<file path="config.mk">
export PLATFORM = sky130hd
export DESIGN_NAME = rcis_top
export DESIGN_NICKNAME = d
export VERILOG_FILES = /design/src/pkg/rcis_pkg.sv /design/src/hw/rcis_top.sv /design/src/hw/rcis_sampler.sv
export SDC_FILE = /design/constraint.sdc
export NUM_CORES = 1
export LEC_CHECK = 0
export ABC_AREA = 0
export BUFFER_PORTS_ARGS = -buffer_cell sky130_fd_sc_hd__buf_4
export CAP_MARGIN = 20
export CORE_ASPECT_RATIO = 1.75
export CORE_MARGIN = 2
export CORE_UTILIZATION = 30
export DETAILED_ROUTE_END_ITERATION = 8
export GPL_TIMING_DRIVEN = 0
export PLACE_DENSITY = 0.61
export SYNTH_ARGS = -nofsm -noshare
export SYNTH_HDL_FRONTEND = slang
export SYNTH_SLANG_ARGS = --single-unit
</file>
<file path="constraint.sdc">
create_clock -name mclk -period 2.94 [get_ports mclk]
set_input_delay 0.294 -clock mclk [delete_from_list [all_inputs] [get_ports mclk]]
set_output_delay 0.294 -clock mclk [all_outputs]
set_load 0.01 [all_outputs]
</file>
<file path="src/pkg/rcis_pkg.sv">
/*
 constants for the reset and clock initialization sequencer.
 assumes a single 40 MHz mclk; the microsecond times are converted to mclk cycles here, while CORE_EXTRA_CYC counts platform clocks.
*/
`default_nettype none
package rcis_pkg;
   // ==========================================================
   // clock rate
   localparam int CLK_MHZ = 40;
   localparam int CLK_NS = 25;
   // ==========================================================
   // reset and strap timing
   localparam int HRST_MIN_US = 100;
   localparam int HRST_MIN_CYC = HRST_MIN_US * CLK_MHZ;
   localparam int SRST_MIN_CYC = 3;
   localparam int CFG_SETUP_CYC = 4;
   localparam int CFG_HOLD_CYC = 2;
   localparam int CFG_RELEASE_CYC = 5;
   // ==========================================================
   // pll lock timing
   localparam int LOCK_MAX_US = 100;
   localparam int LOCK_MAX_CYC = LOCK_MAX_US * CLK_MHZ;
   localparam int CORE_EXTRA_CYC = 255;
   localparam int CNT_W = 13;
   // ==========================================================
   // platform frequency thresholds in MHz
   localparam int PLAT_LOW_MHZ = 333;
   localparam int PLAT_DIV_MHZ = 400;
   localparam int PLAT_X8_MHZ = 527;
   localparam int FREQ_W = 11;
   // ==========================================================
   // strap width
   localparam int CFG_W = 8;
   typedef enum logic [2:0] {
      RCIS_IN_RESET, RCIS_HOLD, RCIS_LOCK_WAIT, RCIS_CORE_WAIT, RCIS_RUN
   } rcis_state_e;
endpackage
`default_nettype wire

</file>
<file path="src/hw/rcis_top.sv">
/*
 reset and clock initialization sequencer: captures straps on hard reset
 release, waits for pll lock, then releases internal resets; samples the
 real-time clock on the platform clock; derives the platform divider flag
 and selects the pci reference clock.
 assumes all inputs synchronous to mclk; platform clock given as an enable.
*/
// Summary of operation
// the board holds hard reset low for at least 100 us.
// the board holds soft reset low at least 3 system clocks.
// the board supplies a stable system clock 100 us before hard reset release.
// straps are set 4 clocks before and held 2 clocks after hard reset release.
// strap drivers go to high impedance within 5 clocks after release; the board model drives the inverted straps instead.
// all plls lock within 100 us, the core pll needs 255 more platform clocks.
// the rtc input is latched on the platform clock and feeds the timer counters.
// the rtc source keeps each phase longer than 2 platform clock periods.
// no minimum rtc rate; a grounded rtc just stops the counters.
// the divider flag is 0 for 333 to 400 MHz platform and 1 above 400 MHz.
// an x8 pcie link needs 333 to 400 MHz with flag 0 or 527 MHz plus with flag 1.
// asynchronous pci mode takes the pci reference clock instead of system clock.
// the board drives the straps for the whole reset.
// after core pll relock, wait 100 us plus 255 platform clocks before use; the code waits only the 255 platform clocks.
// internal reset stays asserted until every pll reports lock.
`timescale 1ns/100ps
`default_nettype none
module rcis_top
   import rcis_pkg::*;
#(
   parameter int LOCK_TIMEOUT_CYC = LOCK_MAX_CYC
)
(
   // clock and reset
   input wire logic mclk,
   input wire logic rst_n,
   // board reset inputs
   input wire logic hard_reset_n,
   input wire logic soft_reset_n,
   // power-on straps
   input wire logic [CFG_W-1:0] cfg_straps,
   // pll status and platform clock enable
   input wire logic plat_pll_lock,
   input wire logic pci_pll_lock,
   input wire logic core_pll_lock,
   input wire logic platform_bus_clock,
   input wire logic [FREQ_W-1:0] plat_freq_mhz,
   // rtc and pci clocking
   input wire logic rtc_in,
   input wire logic pci_async_mode,
   input wire logic pci_ref_clock,
   input wire logic system_clock_in,
   // outputs
   output logic [CFG_W-1:0] cfg_latched_ff,
   output logic int_reset_n_ff,
   output logic core_clk_ok_ff,
   output logic soft_reset_req_ff,
   output logic lock_timeout_ff,
   output logic rtc_tick,
   output logic platform_ratio_div_flag_ff,
   output logic pci_clk_sel
);
   // sequencer state, counters and rtc edge history
   rcis_state_e state_ff;
   rcis_state_e nxt_state;
   logic [CNT_W-1:0] cnt_ff;
   logic [8:0] core_cnt_ff;
   logic [1:0] srst_cnt_ff;
   logic [1:0] hold_cnt_ff;
   logic hrst_d_ff;
   logic rtc_lat;
   logic rtc_prev_ff;
   logic all_lock;
   // all three plls report lock
   assign all_lock = plat_pll_lock & pci_pll_lock & core_pll_lock;
   // ==========================================================
   // sequencer state
   always_comb begin
      nxt_state = state_ff;
      case (state_ff)
         RCIS_IN_RESET: if (hard_reset_n) nxt_state = RCIS_HOLD;
         RCIS_HOLD: if (hold_cnt_ff == 2'(CFG_HOLD_CYC - 1)) nxt_state = RCIS_LOCK_WAIT;
         RCIS_LOCK_WAIT: if (plat_pll_lock & pci_pll_lock & core_pll_lock) nxt_state = RCIS_CORE_WAIT;
         RCIS_CORE_WAIT: begin
            if (!core_pll_lock) nxt_state = RCIS_LOCK_WAIT;
            else if (core_cnt_ff == 9'(CORE_EXTRA_CYC)) nxt_state = RCIS_RUN;
         end
         RCIS_RUN: if (!core_pll_lock) nxt_state = RCIS_CORE_WAIT;
         default: nxt_state = RCIS_IN_RESET;
      endcase
      if (!hard_reset_n) nxt_state = RCIS_IN_RESET;
   end
   // state register; a core lock loss while waiting drops back to the lock wait
   always_ff @(posedge mclk) begin
      if (!rst_n) state_ff <= RCIS_IN_RESET;
      else state_ff <= nxt_state;
   end
   // ==========================================================
   // strap hold counter and capture at the start of the hold window
   always_ff @(posedge mclk) begin
      if (!rst_n) begin
         hold_cnt_ff <= 2'h0;
         cfg_latched_ff <= '0;
      end else if (state_ff == RCIS_HOLD) begin
         hold_cnt_ff <= hold_cnt_ff + 2'h1;
         if (hold_cnt_ff == 2'h0) cfg_latched_ff <= cfg_straps;
      end else begin
         hold_cnt_ff <= 2'h0;
      end
   end
   // ==========================================================
   // lock timeout counter over all plls
   always_ff @(posedge mclk) begin
      if (!rst_n) begin
         cnt_ff <= '0;
         lock_timeout_ff <= 1'b0;
      end else if (state_ff != RCIS_LOCK_WAIT) begin
         cnt_ff <= '0;
      end else if (cnt_ff == CNT_W'(LOCK_TIMEOUT_CYC - 1)) begin
         lock_timeout_ff <= 1'b1;
      end else begin
         cnt_ff <= cnt_ff + CNT_W'(1);
      end
   end
   // ==========================================================
   // core pll extra platform-clock count
   always_ff @(posedge mclk) begin
      if (!rst_n) core_cnt_ff <= 9'h000;
      else if (state_ff != RCIS_CORE_WAIT) core_cnt_ff <= 9'h000;
      else if (platform_bus_clock && core_cnt_ff != 9'(CORE_EXTRA_CYC)) core_cnt_ff <= core_cnt_ff + 9'h001;
   end
   // ==========================================================
   // internal reset and core clock qualifier
   always_ff @(posedge mclk) begin
      if (!rst_n) begin
         int_reset_n_ff <= 1'b0;
         core_clk_ok_ff <= 1'b0;
      end else begin
         int_reset_n_ff <= (nxt_state == RCIS_CORE_WAIT) || (nxt_state == RCIS_RUN);
         core_clk_ok_ff <= (nxt_state == RCIS_RUN);
      end
   end
   // ==========================================================
   // soft reset recognised after three low clocks
   always_ff @(posedge mclk) begin
      if (!rst_n) begin
         srst_cnt_ff <= 2'h0;
         soft_reset_req_ff <= 1'b0;
      end else if (soft_reset_n) begin
         srst_cnt_ff <= 2'h0;
         soft_reset_req_ff <= 1'b0;
      end else if (srst_cnt_ff != 2'(SRST_MIN_CYC - 1)) begin
         srst_cnt_ff <= srst_cnt_ff + 2'h1;
      end else begin
         soft_reset_req_ff <= 1'b1;
      end
   end
   // ==========================================================
   // rtc latch on platform clock, rising edge tick to timers
   rcis_sampler u_rtc (
      .mclk(mclk),
      .rst_n(rst_n),
      .sample_en(platform_bus_clock),
      .din(rtc_in),
      .dout_ff(rtc_lat)
   );
   always_ff @(posedge mclk) begin
      if (!rst_n) rtc_prev_ff <= 1'b0;
      else rtc_prev_ff <= rtc_lat;
   end
   assign rtc_tick = rtc_lat & ~rtc_prev_ff;
   // ==========================================================
   // platform divider flag from configured frequency
   always_ff @(posedge mclk) begin
      if (!rst_n) platform_ratio_div_flag_ff <= 1'b0;
      else platform_ratio_div_flag_ff <= (plat_freq_mhz > FREQ_W'(PLAT_DIV_MHZ));
   end
   // ==========================================================
   // pci reference select
   assign pci_clk_sel = pci_async_mode ? pci_ref_clock : system_clock_in;
   // ==========================================================
   // assertions
   // internal reset is released only out of a fully locked lock wait
   a_int_reset_lock: assert property (@(posedge mclk) disable iff (!rst_n)
      $rose(int_reset_n_ff) |-> $past(all_lock)) else $error("internal reset released without lock");
   // core clock only after the full platform-clock count
   a_core_ok_wait: assert property (@(posedge mclk) disable iff (!rst_n)
      $rose(core_clk_ok_ff) |-> $past(core_cnt_ff) == 9'(CORE_EXTRA_CYC)) else $error("core clock used early");
   a_core_ok_reset: assert property (@(posedge mclk) disable iff (!rst_n)
      core_clk_ok_ff |-> int_reset_n_ff) else $error("core clock usable in reset");
   a_core_ok_drop: assert property (@(posedge mclk) disable iff (!rst_n)
      $fell(core_clk_ok_ff) |-> $past(!core_pll_lock || !hard_reset_n)) else $error("core clock dropped");
   // lock timeout fires at its count and then stays
   a_timeout_bound: assert property (@(posedge mclk) disable iff (!rst_n)
      state_ff == RCIS_LOCK_WAIT && cnt_ff == CNT_W'(LOCK_TIMEOUT_CYC - 1) |=> lock_timeout_ff)
      else $error("lock timeout missed");
   a_timeout_sticky: assert property (@(posedge mclk) disable iff (!rst_n)
      lock_timeout_ff |=> lock_timeout_ff) else $error("lock timeout cleared");
   // soft reset recognised once three low clocks have been seen
   a_soft_reset_three: assert property (@(posedge mclk) disable iff (!rst_n)
      !soft_reset_n [*3] |=> soft_reset_req_ff) else $error("soft reset missed");
   a_soft_reset_early: assert property (@(posedge mclk) disable iff (!rst_n)
      $rose(soft_reset_req_ff) |-> $past(!soft_reset_n, 3)) else $error("soft reset too early");
   a_div_flag_value: assert property (@(posedge mclk) disable iff (!rst_n)
      ##1 platform_ratio_div_flag_ff == ($past(plat_freq_mhz) > FREQ_W'(PLAT_DIV_MHZ)))
      else $error("divider flag wrong");
   a_pci_sel_path: assert property (@(posedge mclk) disable iff (!rst_n)
      pci_clk_sel == (pci_async_mode ? pci_ref_clock : system_clock_in)) else $error("pci clock select wrong");
   a_rtc_tick_rise: assert property (@(posedge mclk) disable iff (!rst_n)
      rtc_tick |-> $past(platform_bus_clock && rtc_in)) else $error("rtc tick without sample");
   a_strap_capture: assert property (@(posedge mclk) disable iff (!rst_n)
      $rose(hard_reset_n) && state_ff == RCIS_IN_RESET ##1 1 |=> cfg_latched_ff == $past(cfg_straps))
      else $error("straps not captured");
   // captured straps only move inside the hold window
   a_strap_stable: assert property (@(posedge mclk) disable iff (!rst_n)
      state_ff != RCIS_HOLD |=> $stable(cfg_latched_ff)) else $error("straps changed late");
   a_hard_reset_hold: assert property (@(posedge mclk) disable iff (!rst_n)
      !hard_reset_n |=> !int_reset_n_ff) else $error("internal reset not held");
   // main scenarios reached
   c_run: cover property (@(posedge mclk) disable iff (!rst_n) $rose(core_clk_ok_ff));
   c_relock: cover property (@(posedge mclk) disable iff (!rst_n) $fell(core_clk_ok_ff) && hard_reset_n);
   c_timeout: cover property (@(posedge mclk) disable iff (!rst_n) $rose(lock_timeout_ff));
   c_rtc: cover property (@(posedge mclk) disable iff (!rst_n) rtc_tick);
   c_soft: cover property (@(posedge mclk) disable iff (!rst_n) $rose(soft_reset_req_ff));
endmodule
`default_nettype wire

</file>
<file path="src/hw/rcis_sampler.sv">
/*
 one-stage level latch clocked by a qualifying enable.
 assumes the input is synchronous to mclk.
*/
`timescale 1ns/100ps
`default_nettype none
module rcis_sampler
   import rcis_pkg::*;
(
   // clock and reset
   input wire logic mclk,
   input wire logic rst_n,
   // sample enable and data
   input wire logic sample_en,
   input wire logic din,
   output logic dout_ff
);
   // ==========================================================
   // latch the level on each enable
   always_ff @(posedge mclk) begin
      if (!rst_n) begin
         dout_ff <= 1'b0;
      end else if (sample_en) begin
         dout_ff <= din;
      end
   end
endmodule
`default_nettype wire

</file>
# After elaboration in Yosys (flattened, before gate mapping)
# Cells that the tools add are included.
# totals
in_bits	31
elab_cells	55
reg_bits	44
out_inout_bits	15
# classes
order_cmp	1
addsub	4
mux	8
eq_ne	13
bitwise	6
n_reduce_logical	10
# ops
cell	n
3-bit two-way mux	6
3-bit one-hot mux with 5 select lines	1
13-bit by 1-bit adder with 13-bit output (second input constant)	1
13-bit by 12-bit == test with 1-bit output (second input constant)	1
11-bit by 9-bit greater-than comparator with 1-bit output (second input constant)	1
9-bit by 1-bit adder with 9-bit output (second input constant)	1
3-bit by 2-bit == test with 1-bit output (second input constant)	3
9-bit by 8-bit == test with 1-bit output (second input constant)	1
9-bit by 8-bit inequality test with 1-bit output (second input constant)	1
3-bit == test (second input constant)	2
3-bit by 2-bit inequality test with 1-bit output (second input constant)	2
2-bit AND reduction	3
2-bit OR reduction	3
2-bit by 1-bit adder with 2-bit output (second input constant)	2
1-bit AND	3
3-bit by 1-bit == test with 1-bit output (second input constant)	1
3-bit zero test	1
1-bit inverter	3
2-bit by 1-bit == test with 1-bit output (second input constant)	1
2-bit zero test	1
2-bit inequality test (second input constant)	1
1-bit logical AND	1
1-bit logical OR	1
1-bit two-way mux	1

# Longest topological paths before layout
# Gate-level depths: netlist of run 1.
# logic_depth
word_depth	7
ltp_mapped	9
depth_no_buf	8

# By module
# From an unflattened synthesis of run 1, not the netlist that was laid out.
# unflattened
hier_cells	205
area_unflattened_um2	1955.6
# modules_own_cells
module	instances	cells_per_inst	seq_area_each_um2	area_each_um2
rcis_top	1	202	860.8	1919.3
rcis_sampler	1	3	20.0	36.3

# Worst setup path after synthesis of run 1
# OpenSTA, ideal clock, no wires.
# synth_path
path_kind	reg-to-reg
from	reg core_cnt_ff[0]
to	reg core_cnt_ff[6]
n_path_buf	1
setup_time_ns	0.125
t_arrival_ns	1.658
synth_period_minus_slack_ns	1.783
required_time_ns	2.815
slack_ns	1.157
path_stages_with_launch	10
cell_sequence	dfxtp_1 ha_1 and3_1 and3_1 ha_1 nor2b_1 buf_2 nand4_1 xor2_1 nor2_1
# synth_between
elab_chain_len	2
elab_cells_between_ends	3
cone_classes	1 x add/sub; 1 x eq/ne; 1 x reduce/logical
# synth_rtl
item	line_no	source
start, declared	rcis_top.sv:65	logic [8:0] core_cnt_ff;
start signal, assigned	rcis_top.sv:128	else if (platform_bus_clock && core_cnt_ff != 9'(CORE_EXTRA_CYC)) core_cnt_ff <= core_cnt_ff + 9'h001;
branches (longest 2 deep; another with 9-bit by 1-bit adder with 9-bit output)	--	
# Several ways; the timed one is not identified.
# A chain may end at the register's enable or synchronous reset.

# Final worst setup path of run 1
# layout_path
from	reg core_cnt_ff[0]
to	reg core_cnt_ff[7]
# The elaborated chain is that of the path after synthesis.

==> reports/qor.txt, run 1 <==
total nets after synthesis: 242
TritonCTS clock tree: yes
number of instances in the synthesized netlist: 205
required time at the endpoint of the critical path: 3.11 ns
combined global-route utilization of all metal layers: 11.4%
Rel. slew slack: 69.1%
Worst Setup Start Kind: flip-flop
cell area after synthesis: 0.00193 mm^2
slew at the pin with the worst max-slew slack: 0.463 ns
final setup TNS: 0 ns
GR Util met1: 11.9%
leading area contributor after synthesis: dfxtp_1
largest net degree at the start of global routing: 14
number of design-rule violations left by the first detailed-router iteration: 44
post-placement cell count: 330
Vias: 1,608
register area share after synthesis: 45.7%
# resized after CTS: 0
share of the clock period used by the worst path: 66.1%
via count of the first global-routing pass: 1,529
CTS buffer count: 5
number of standard-cell rows in the floorplan: 38
post-route antenna net violation count: 0
beginning of the worst hold path: plat_freq_mhz[10]
Std-Cell Core Area: 0.00623 mm^2
DIE WIDTH: 64.6 um
IO Count: 46
Die H: 110 um
warning count from the yosys run: 0
antenna diode count: 0
Finished Layout Cells: 338
deepest level of the CTS H-tree: 2
Clock Tree Buf Depth: 2
Achievable Freq: 515 MHz
endpoint arrival time on the critical path: 2.11 ns
dominant cells by area after synthesis: dfxtp_1 46%, mux2i_1 5.7%, nor2_1 5.3%
Post-CTS Hold Buffers: 0
number of fill cells: 639
run status: finished clean
worst setup path startpoint: core_cnt_ff[0]
half-perimeter wire length after detailed placement: 2.97 mm
effective utilization at floorplan: 30.9%
R2R Setup Slk: 1.0 ns
number of remaining DRC errors: 0
Clock Sinks: 44
final wirelength: 3.88 mm
flip-flop and latch count after synthesis: 44
growth of design area from synthesis to finish: 29.3%
largest clock skew in the final design: 0.0116 ns
DR pass1 iterations: 4
unrepaired setup endpoints after global routing: false
final weighted congestion in routability-driven placement: 0.785
number of antenna violations at the first check in global routing: 0
clock root buffer master: clkbuf_8
Max FO, Critical Path: 10
GRT Residual Overflow: 0
total count of max-transition violations in the final report: 0
met3 track utilization from global routing: 2.34%
final number of hold-violating endpoints: 0
ratio of total power to cell area: 486 mW/mm^2
layer with the highest usage after global routing: met2
number of buffers inserted by port buffering: 45
CP Capture Type: flip-flop
largest vdd supply drop: 0.000396 V
clock period minus worst slack: 1.94 ns
number of nets in the final layout: 294
met2 track demand over resource in global routing: 21.9%
path class of the lowest-slack min-delay path: primary input to flip-flop
number of distinct library cells after synthesis: 41
Clk pin slew, worst setup/hold paths: 0.08 ns
final design utilization: 40.0%
Post-Synthesis Mean Instance Area: 9.39 um^2
critical path start-end classification: flip-flop to flip-flop
routed length per placed instance: 11.5 um
area enclosed by the die boundary: 0.00710 mm^2
overall power after layout: 1.21 mW
clock insertion delay at the later pin of the skew report: 0.29 ns
worst hold margin: 0.219 ns
final count of negative-setup-slack endpoints: 0
share of Yosys cell area claimed by the top area cell type: 45.7%
global-route wire length before repair: 6.44 mm
Critical R2R Launch: core_cnt_ff[0]
fraction of layout instances using a drive strength above 1: 24.4%
buffers inserted by post-CTS timing repair: 0
leakage power of the design: 0.996 nW
routed via count divided by cell count: 4.76
count of max-cap constraint violations: 0
## cell usage in the layout (no fill, tap or decap), types with 4 or more instances in the layout
master	netlist	routed
buf_4	0	45
dfxtp_1	44	44
nor2_1	27	27
nor2b_1	12	12
mux2i_1	11	11
inv_1	9	9
nand2_1	9	9
xor2_1	8	8
nand3_1	7	7
xnor2_1	7	7
a21oi_1	7	7
clkbuf_8	0	7
nand4_1	6	6
ha_1	6	6
and3_1	5	5
nor3_1	5	5
buf_2	4	4
o21ai_0	4	4
## flip-flops by register name (all words and copies together) (netlist names)
register                    flops
cnt_ff                         13
core_cnt_ff                     9
cfg_latched_ff                  8
state_ff                        3
hold_cnt_ff                     2
srst_cnt_ff                     2
core_clk_ok_ff                  1
int_reset_n_ff                  1
lock_timeout_ff                 1
platform_ratio_div_flag_ff      1
rtc_prev_ff                     1
soft_reset_req_ff               1
u_rtc.dout_ff                   1
## cells by family after synthesis
logic type,after synthesis,share of synthesized area (%)
compound gates,24,7.93
mux,12,6.30
xor+xnor,15,6.82
fa+ha+maj,6,3.90
simple gates,89,26.1
flops,44,45.7
buf+inv,15,3.18
## metrics by stage
step	cell area (um^2)	setup WS, ns
3_3_place_gp	2360	0.989
6_report	2490	0.997
4_1_cts	2490	0.973
3_5_place_dp	2360	0.999
5_1_grt	2490	0.807
2_1_floorplan	1930	1.16
## per-layer routing
| metal | part of all wire (%) | vias up |
|---|---|---|
| li1 | - | 817 |
| met1 | 41 | 748 |
| met2 | 54 | 37 |
| met3 | 4.3 | 6 |
| met4 | 1.3 | 0 |
| met5 | 0 | - |
## Yosys cell counts
master,number
nor4bb_1,2
nor2b_1,12
and2b_2,1
o211ai_1,1
or3_1,2
nand3_1,7
o41ai_1,1
buf_2,4
ha_1,6
nor3_1,5
o22ai_1,1
o31a_1,1
nand2b_1,1
a21o_1,1
mux2_2,1
o31ai_1,1
nor4b_2,1
and3b_1,1
nor4b_1,1
nand4_1,6
nor2_1,27
xor2_1,8
a41oi_1,2
or4_1,2
nand2_1,9
nand4_2,1
mux2i_1,11
nor3b_4,1
inv_1,9
a31oi_1,3
clkbuf_1,2
xnor2_1,7
nor3b_1,1
o21ai_0,4
dfxtp_1,44
and3_1,5
a21oi_1,7
nor4_1,2
a211oi_1,2
nand3b_2,1
and2_1,1
## critical path: stages (launching register included)
cell     delay, ns
dfxtp_1       0.33
ha_1          0.24
and3_1        0.18
and3_1        0.18
ha_1          0.22
nor2b_1       0.11
buf_2         0.22
nand4_1       0.14
xor2_1        0.15
nor2_1        0.05
## worst paths after layout
check | endpoint | cells past startpoint
setup / recovery | core_cnt_ff[7] | 9
hold / removal | platform_ratio_div_flag_ff | 2
setup reg to reg | core_cnt_ff[7] | 9
hold reg to reg | hold_cnt_ff[0] | 1
## final cells by class
class | count | area [um^2] | share of cell area, %
well taps | 80 | 100 | 4.02
inverters | 9 | 33.8 | 1.36
plain buffers | 6 | 27.5 | 1.11
clock buffers | 7 | 96.3 | 3.87
flip-flops and latches | 44 | 881 | 35.4
multi-input cells | 146 | 983 | 39.5
clock inverters | 1 | 30.0 | 1.21
repair buffers | 45 | 338 | 13.6
## report_power, final
part,total (mW),switching [mW],internal [mW]
registers,0.613,0.00601,0.607
logic,0.0963,0.0381,0.0582
clock network,0.502,0.202,0.300
total,1.21,0.246,0.965
Power figures use the tool's default switching activity.
==> run 2, diff against run 1 <==
Settings changed: ABC_AREA 0 to 1, PLACE_DENSITY 0.61 to 0.6.
Clock period 2.94 ns to 1.8 ns, I/O delays scaled along.
==> reports/qor.txt, run 2 <==
cell area after synthesis: 0.00203 mm^2
post-synthesis async set-or-reset flop share: 0%
antenna diode count: 0
path class of the lowest-slack min-delay path: primary input to flip-flop
final design utilization: 41.3%
number of buffers inserted by port buffering: 45
Max FO, Critical Path: 3
dominant synthesized flop cell: dfxtp_1
CTS buffer count: 5
registers with the most flip-flops: cnt_ff (13), core_cnt_ff (9), cfg_latched_ff (8)
number of standard-cell rows in the floorplan: 39
largest net degree at the start of global routing: 13
Die H: 113 um
growth of design area from synthesis to finish: 32.8%
number of antenna violations at the first check in global routing: 0
crit-path most repeated cell: nand2_1
routed length per placed instance: 10.7 um
share of Yosys cell area claimed by the top area cell type: 43.3%
minimum setup slack after placement: -0.0255 ns
DIE WIDTH: 66.2 um
Post-CTS Hold Buffers: 0
library cell with the highest instance count after synthesis: nand2_1
delay of the slowest cell on the worst path: 0.35 ns
flip-flop and latch count after synthesis: 44
Top reg by flops: cnt_ff
number of nets in the final layout: 374
register area share after synthesis: 43.3%
most frequent cells in the layout: 56 x nand2_1, 49 x buf_4, 48 x nor2_1
warning count from the yosys run: 0
Rel. slew slack: 73.5%
global-route wire length before repair: 7.74 mm
final weighted congestion in routability-driven placement: 0.753
slew at the pin with the worst max-slew slack: 0.397 ns
combined global-route utilization of all metal layers: 13.3%
leading cell type in the layout, fill and taps excluded: nand2_1
clock root buffer master: clkbuf_16
leading area contributor after synthesis: dfxtp_1
largest clock skew in the final design: 0.00511 ns
Std-Cell Core Area: 0.00654 mm^2
CP Capture Type: flip-flop
deepest level of the CTS H-tree: 2
required time at the endpoint of the critical path: 1.98 ns
CP Buf/Inv Count: 1
IO Count: 46
fraction of layout instances using a drive strength above 1: 26.6%
largest vdd supply drop: 0.000726 V
cell family with the largest share of critical-path delay: simple AND/OR/NAND/NOR gates
highest-delay cell along the critical path: dfxtp_2
Clock Tree Buf Depth: 2
number of fill cells: 694
Clock Sinks: 44
unrepaired setup endpoints after global routing: true
Finished Layout Cells: 420
number of distinct library cells after synthesis: 26
area enclosed by the die boundary: 0.00747 mm^2
post-placement cell count: 408
max FFs per register: 13
clock period minus worst slack: 1.69 ns
DR pass1 iterations: 4
GRT Residual Overflow: 0
critical path start-end classification: flip-flop to flip-flop
cells traversed along the worst timing path: nand2_2 -> nor2_2 -> nand3_2 -> nor3_2 -> ha_2 -> inv_2 -> nand2_2 -> nand2_1 -> nand3_1 -> nand2_1 -> nand2_1 -> nand2_1 -> nand3_1 -> nand2_1
leakage power of the design: 1.14 nW
number of remaining DRC errors: 0
routed via count divided by cell count: 4.59
flip-flop and latch area: 887 um^2
ratio of total power to cell area: 776 mW/mm^2
number of synthesized flops with an enable pin: 0
via count of the first global-routing pass: 1,918
run status: finished clean
final wirelength: 4.51 mm
final count of negative-setup-slack endpoints: 0
combined area of the multi-input logic cells: 0.00105 mm^2
count of max-cap constraint violations: 0
final number of hold-violating endpoints: 0
number of instances in the synthesized netlist: 281
clock insertion delay at the later pin of the skew report: 0.29 ns
Worst Setup Start Kind: flip-flop
post-route antenna net violation count: 0
half-perimeter wire length after detailed placement: 3.46 mm
Achievable Freq: 592 MHz
TritonCTS clock tree: yes
dominant cells by area after synthesis: dfxtp_1 43%, nand2_1 11%, nor2_1 9.2%
total nets after synthesis: 318
share of the clock period used by the worst path: 93.8%
endpoint arrival time on the critical path: 1.87 ns
Post-Synthesis Mean Instance Area: 7.23 um^2
Vias: 1,926
number of design-rule violations left by the first detailed-router iteration: 29
cell types with the highest counts after synthesis: 59 x nand2_1, 50 x nor2_1, 44 x dfxtp_1, 34 x inv_1, 18 x nand3_1
Clk pin slew, worst setup/hold paths: 0.06 ns
total count of max-transition violations in the final report: 0
effective utilization at floorplan: 31.1%
PnR worst setup slack: 0.112 ns
==> run 2: changes by cell type after synthesis, moves of 8 or more <==
cell / change
mux2i_1: -11
o21ai_0: +8
nor2_1: +23
nand2_1: +50
nor2b_1: -12
inv_1: +25
a21oi_1: +8
nand3_1: +11
==> run 2: kinds of logic after synthesis <==
family | Yosys count | synth area share [%]
AO/OA/AOI/OAI | 30 | 7.64
XOR/XNOR | 9 | 3.88
adder cells (fa/ha/maj) | 6 | 3.69
buffers and inverters | 39 | 7.20
flip-flops | 44 | 43.3
multiplexers | 1 | 0.554
AND/OR/NAND/NOR | 152 | 33.7
==> run 2: worst paths after layout <==
| check | cells past startpoint | slack, ns | endpoint | start |
|---|---|---|---|---|
| max | 14 | 0.11 | int_reset_n_ff | core_cnt_ff[3] |
| min | 3 | 0.12 | u_rtc.dout_ff | rtc_in |
| max reg2reg | 14 | 0.11 | int_reset_n_ff | core_cnt_ff[3] |
| min reg2reg | 2 | 0.44 | rtc_prev_ff | u_rtc.dout_ff |
==> run 2: stage by stage <==
stage | power, mW | hold WS [ns] | instance area (um^2) | setup TNS [ns]
global placement | 1.19 | 0.404 | 2470 | -0.00134
global route | 2.18 | 0.123 | 2700 | -0.0826
CTS | 2.11 | 0.118 | 2630 | 0
detailed placement | 1.19 | 0.412 | 2470 | -0.0255
finish | 2.09 | 0.121 | 2700 | 0
floorplan | 1.10 | 0.301 | 2030 | 0
==> run 2: per-layer routing <==
metal  track usage [%]  share of wire (%)
met1              12.9                 38
met2              24.5                 56
met3              3.38                3.5
met4              7.21                2.4
met5                 0                  0
==> run 2: timing repair <==
| action | 4_1_cts | 5_1_grt |
|---|---|---|
| endpoints found under the setup margin | 2 | 5 |
| gates resized for setup | 2 | 16 |
| pin swaps | 0 | 4 |
| setup buffers | 0 | 4 |
==> run 2: power breakdown <==
| part | internal, mW | switching [mW] |
|---|---|---|
| Combinational | 0.0881 | 0.0748 |
| Clock | 0.554 | 0.367 |
| Sequential | 0.996 | 0.0124 |
| Total | 1.64 | 0.455 |
==> run 2: worst reg2reg max path: cells and delay by family, from the launching register on <==
kind | cells | cell delay [ns]
buf+inv | 1 | 0.06
simple gates | 12 | 0.95
fa+ha+maj | 1 | 0.21
flops | 1 | 0.35
==> run 2: layout make-up <==
| cell class | instances | share of cell area (%) |
|---|---|---|
| timing repair buffer | 49 | 13.6 |
| multi-input combinational | 198 | 38.8 |
| buffer | 1 | 0.139 |
| clock buffer | 8 | 5.43 |
| tap | 82 | 3.80 |
| sequential | 44 | 32.9 |
| inverter | 38 | 5.29 |
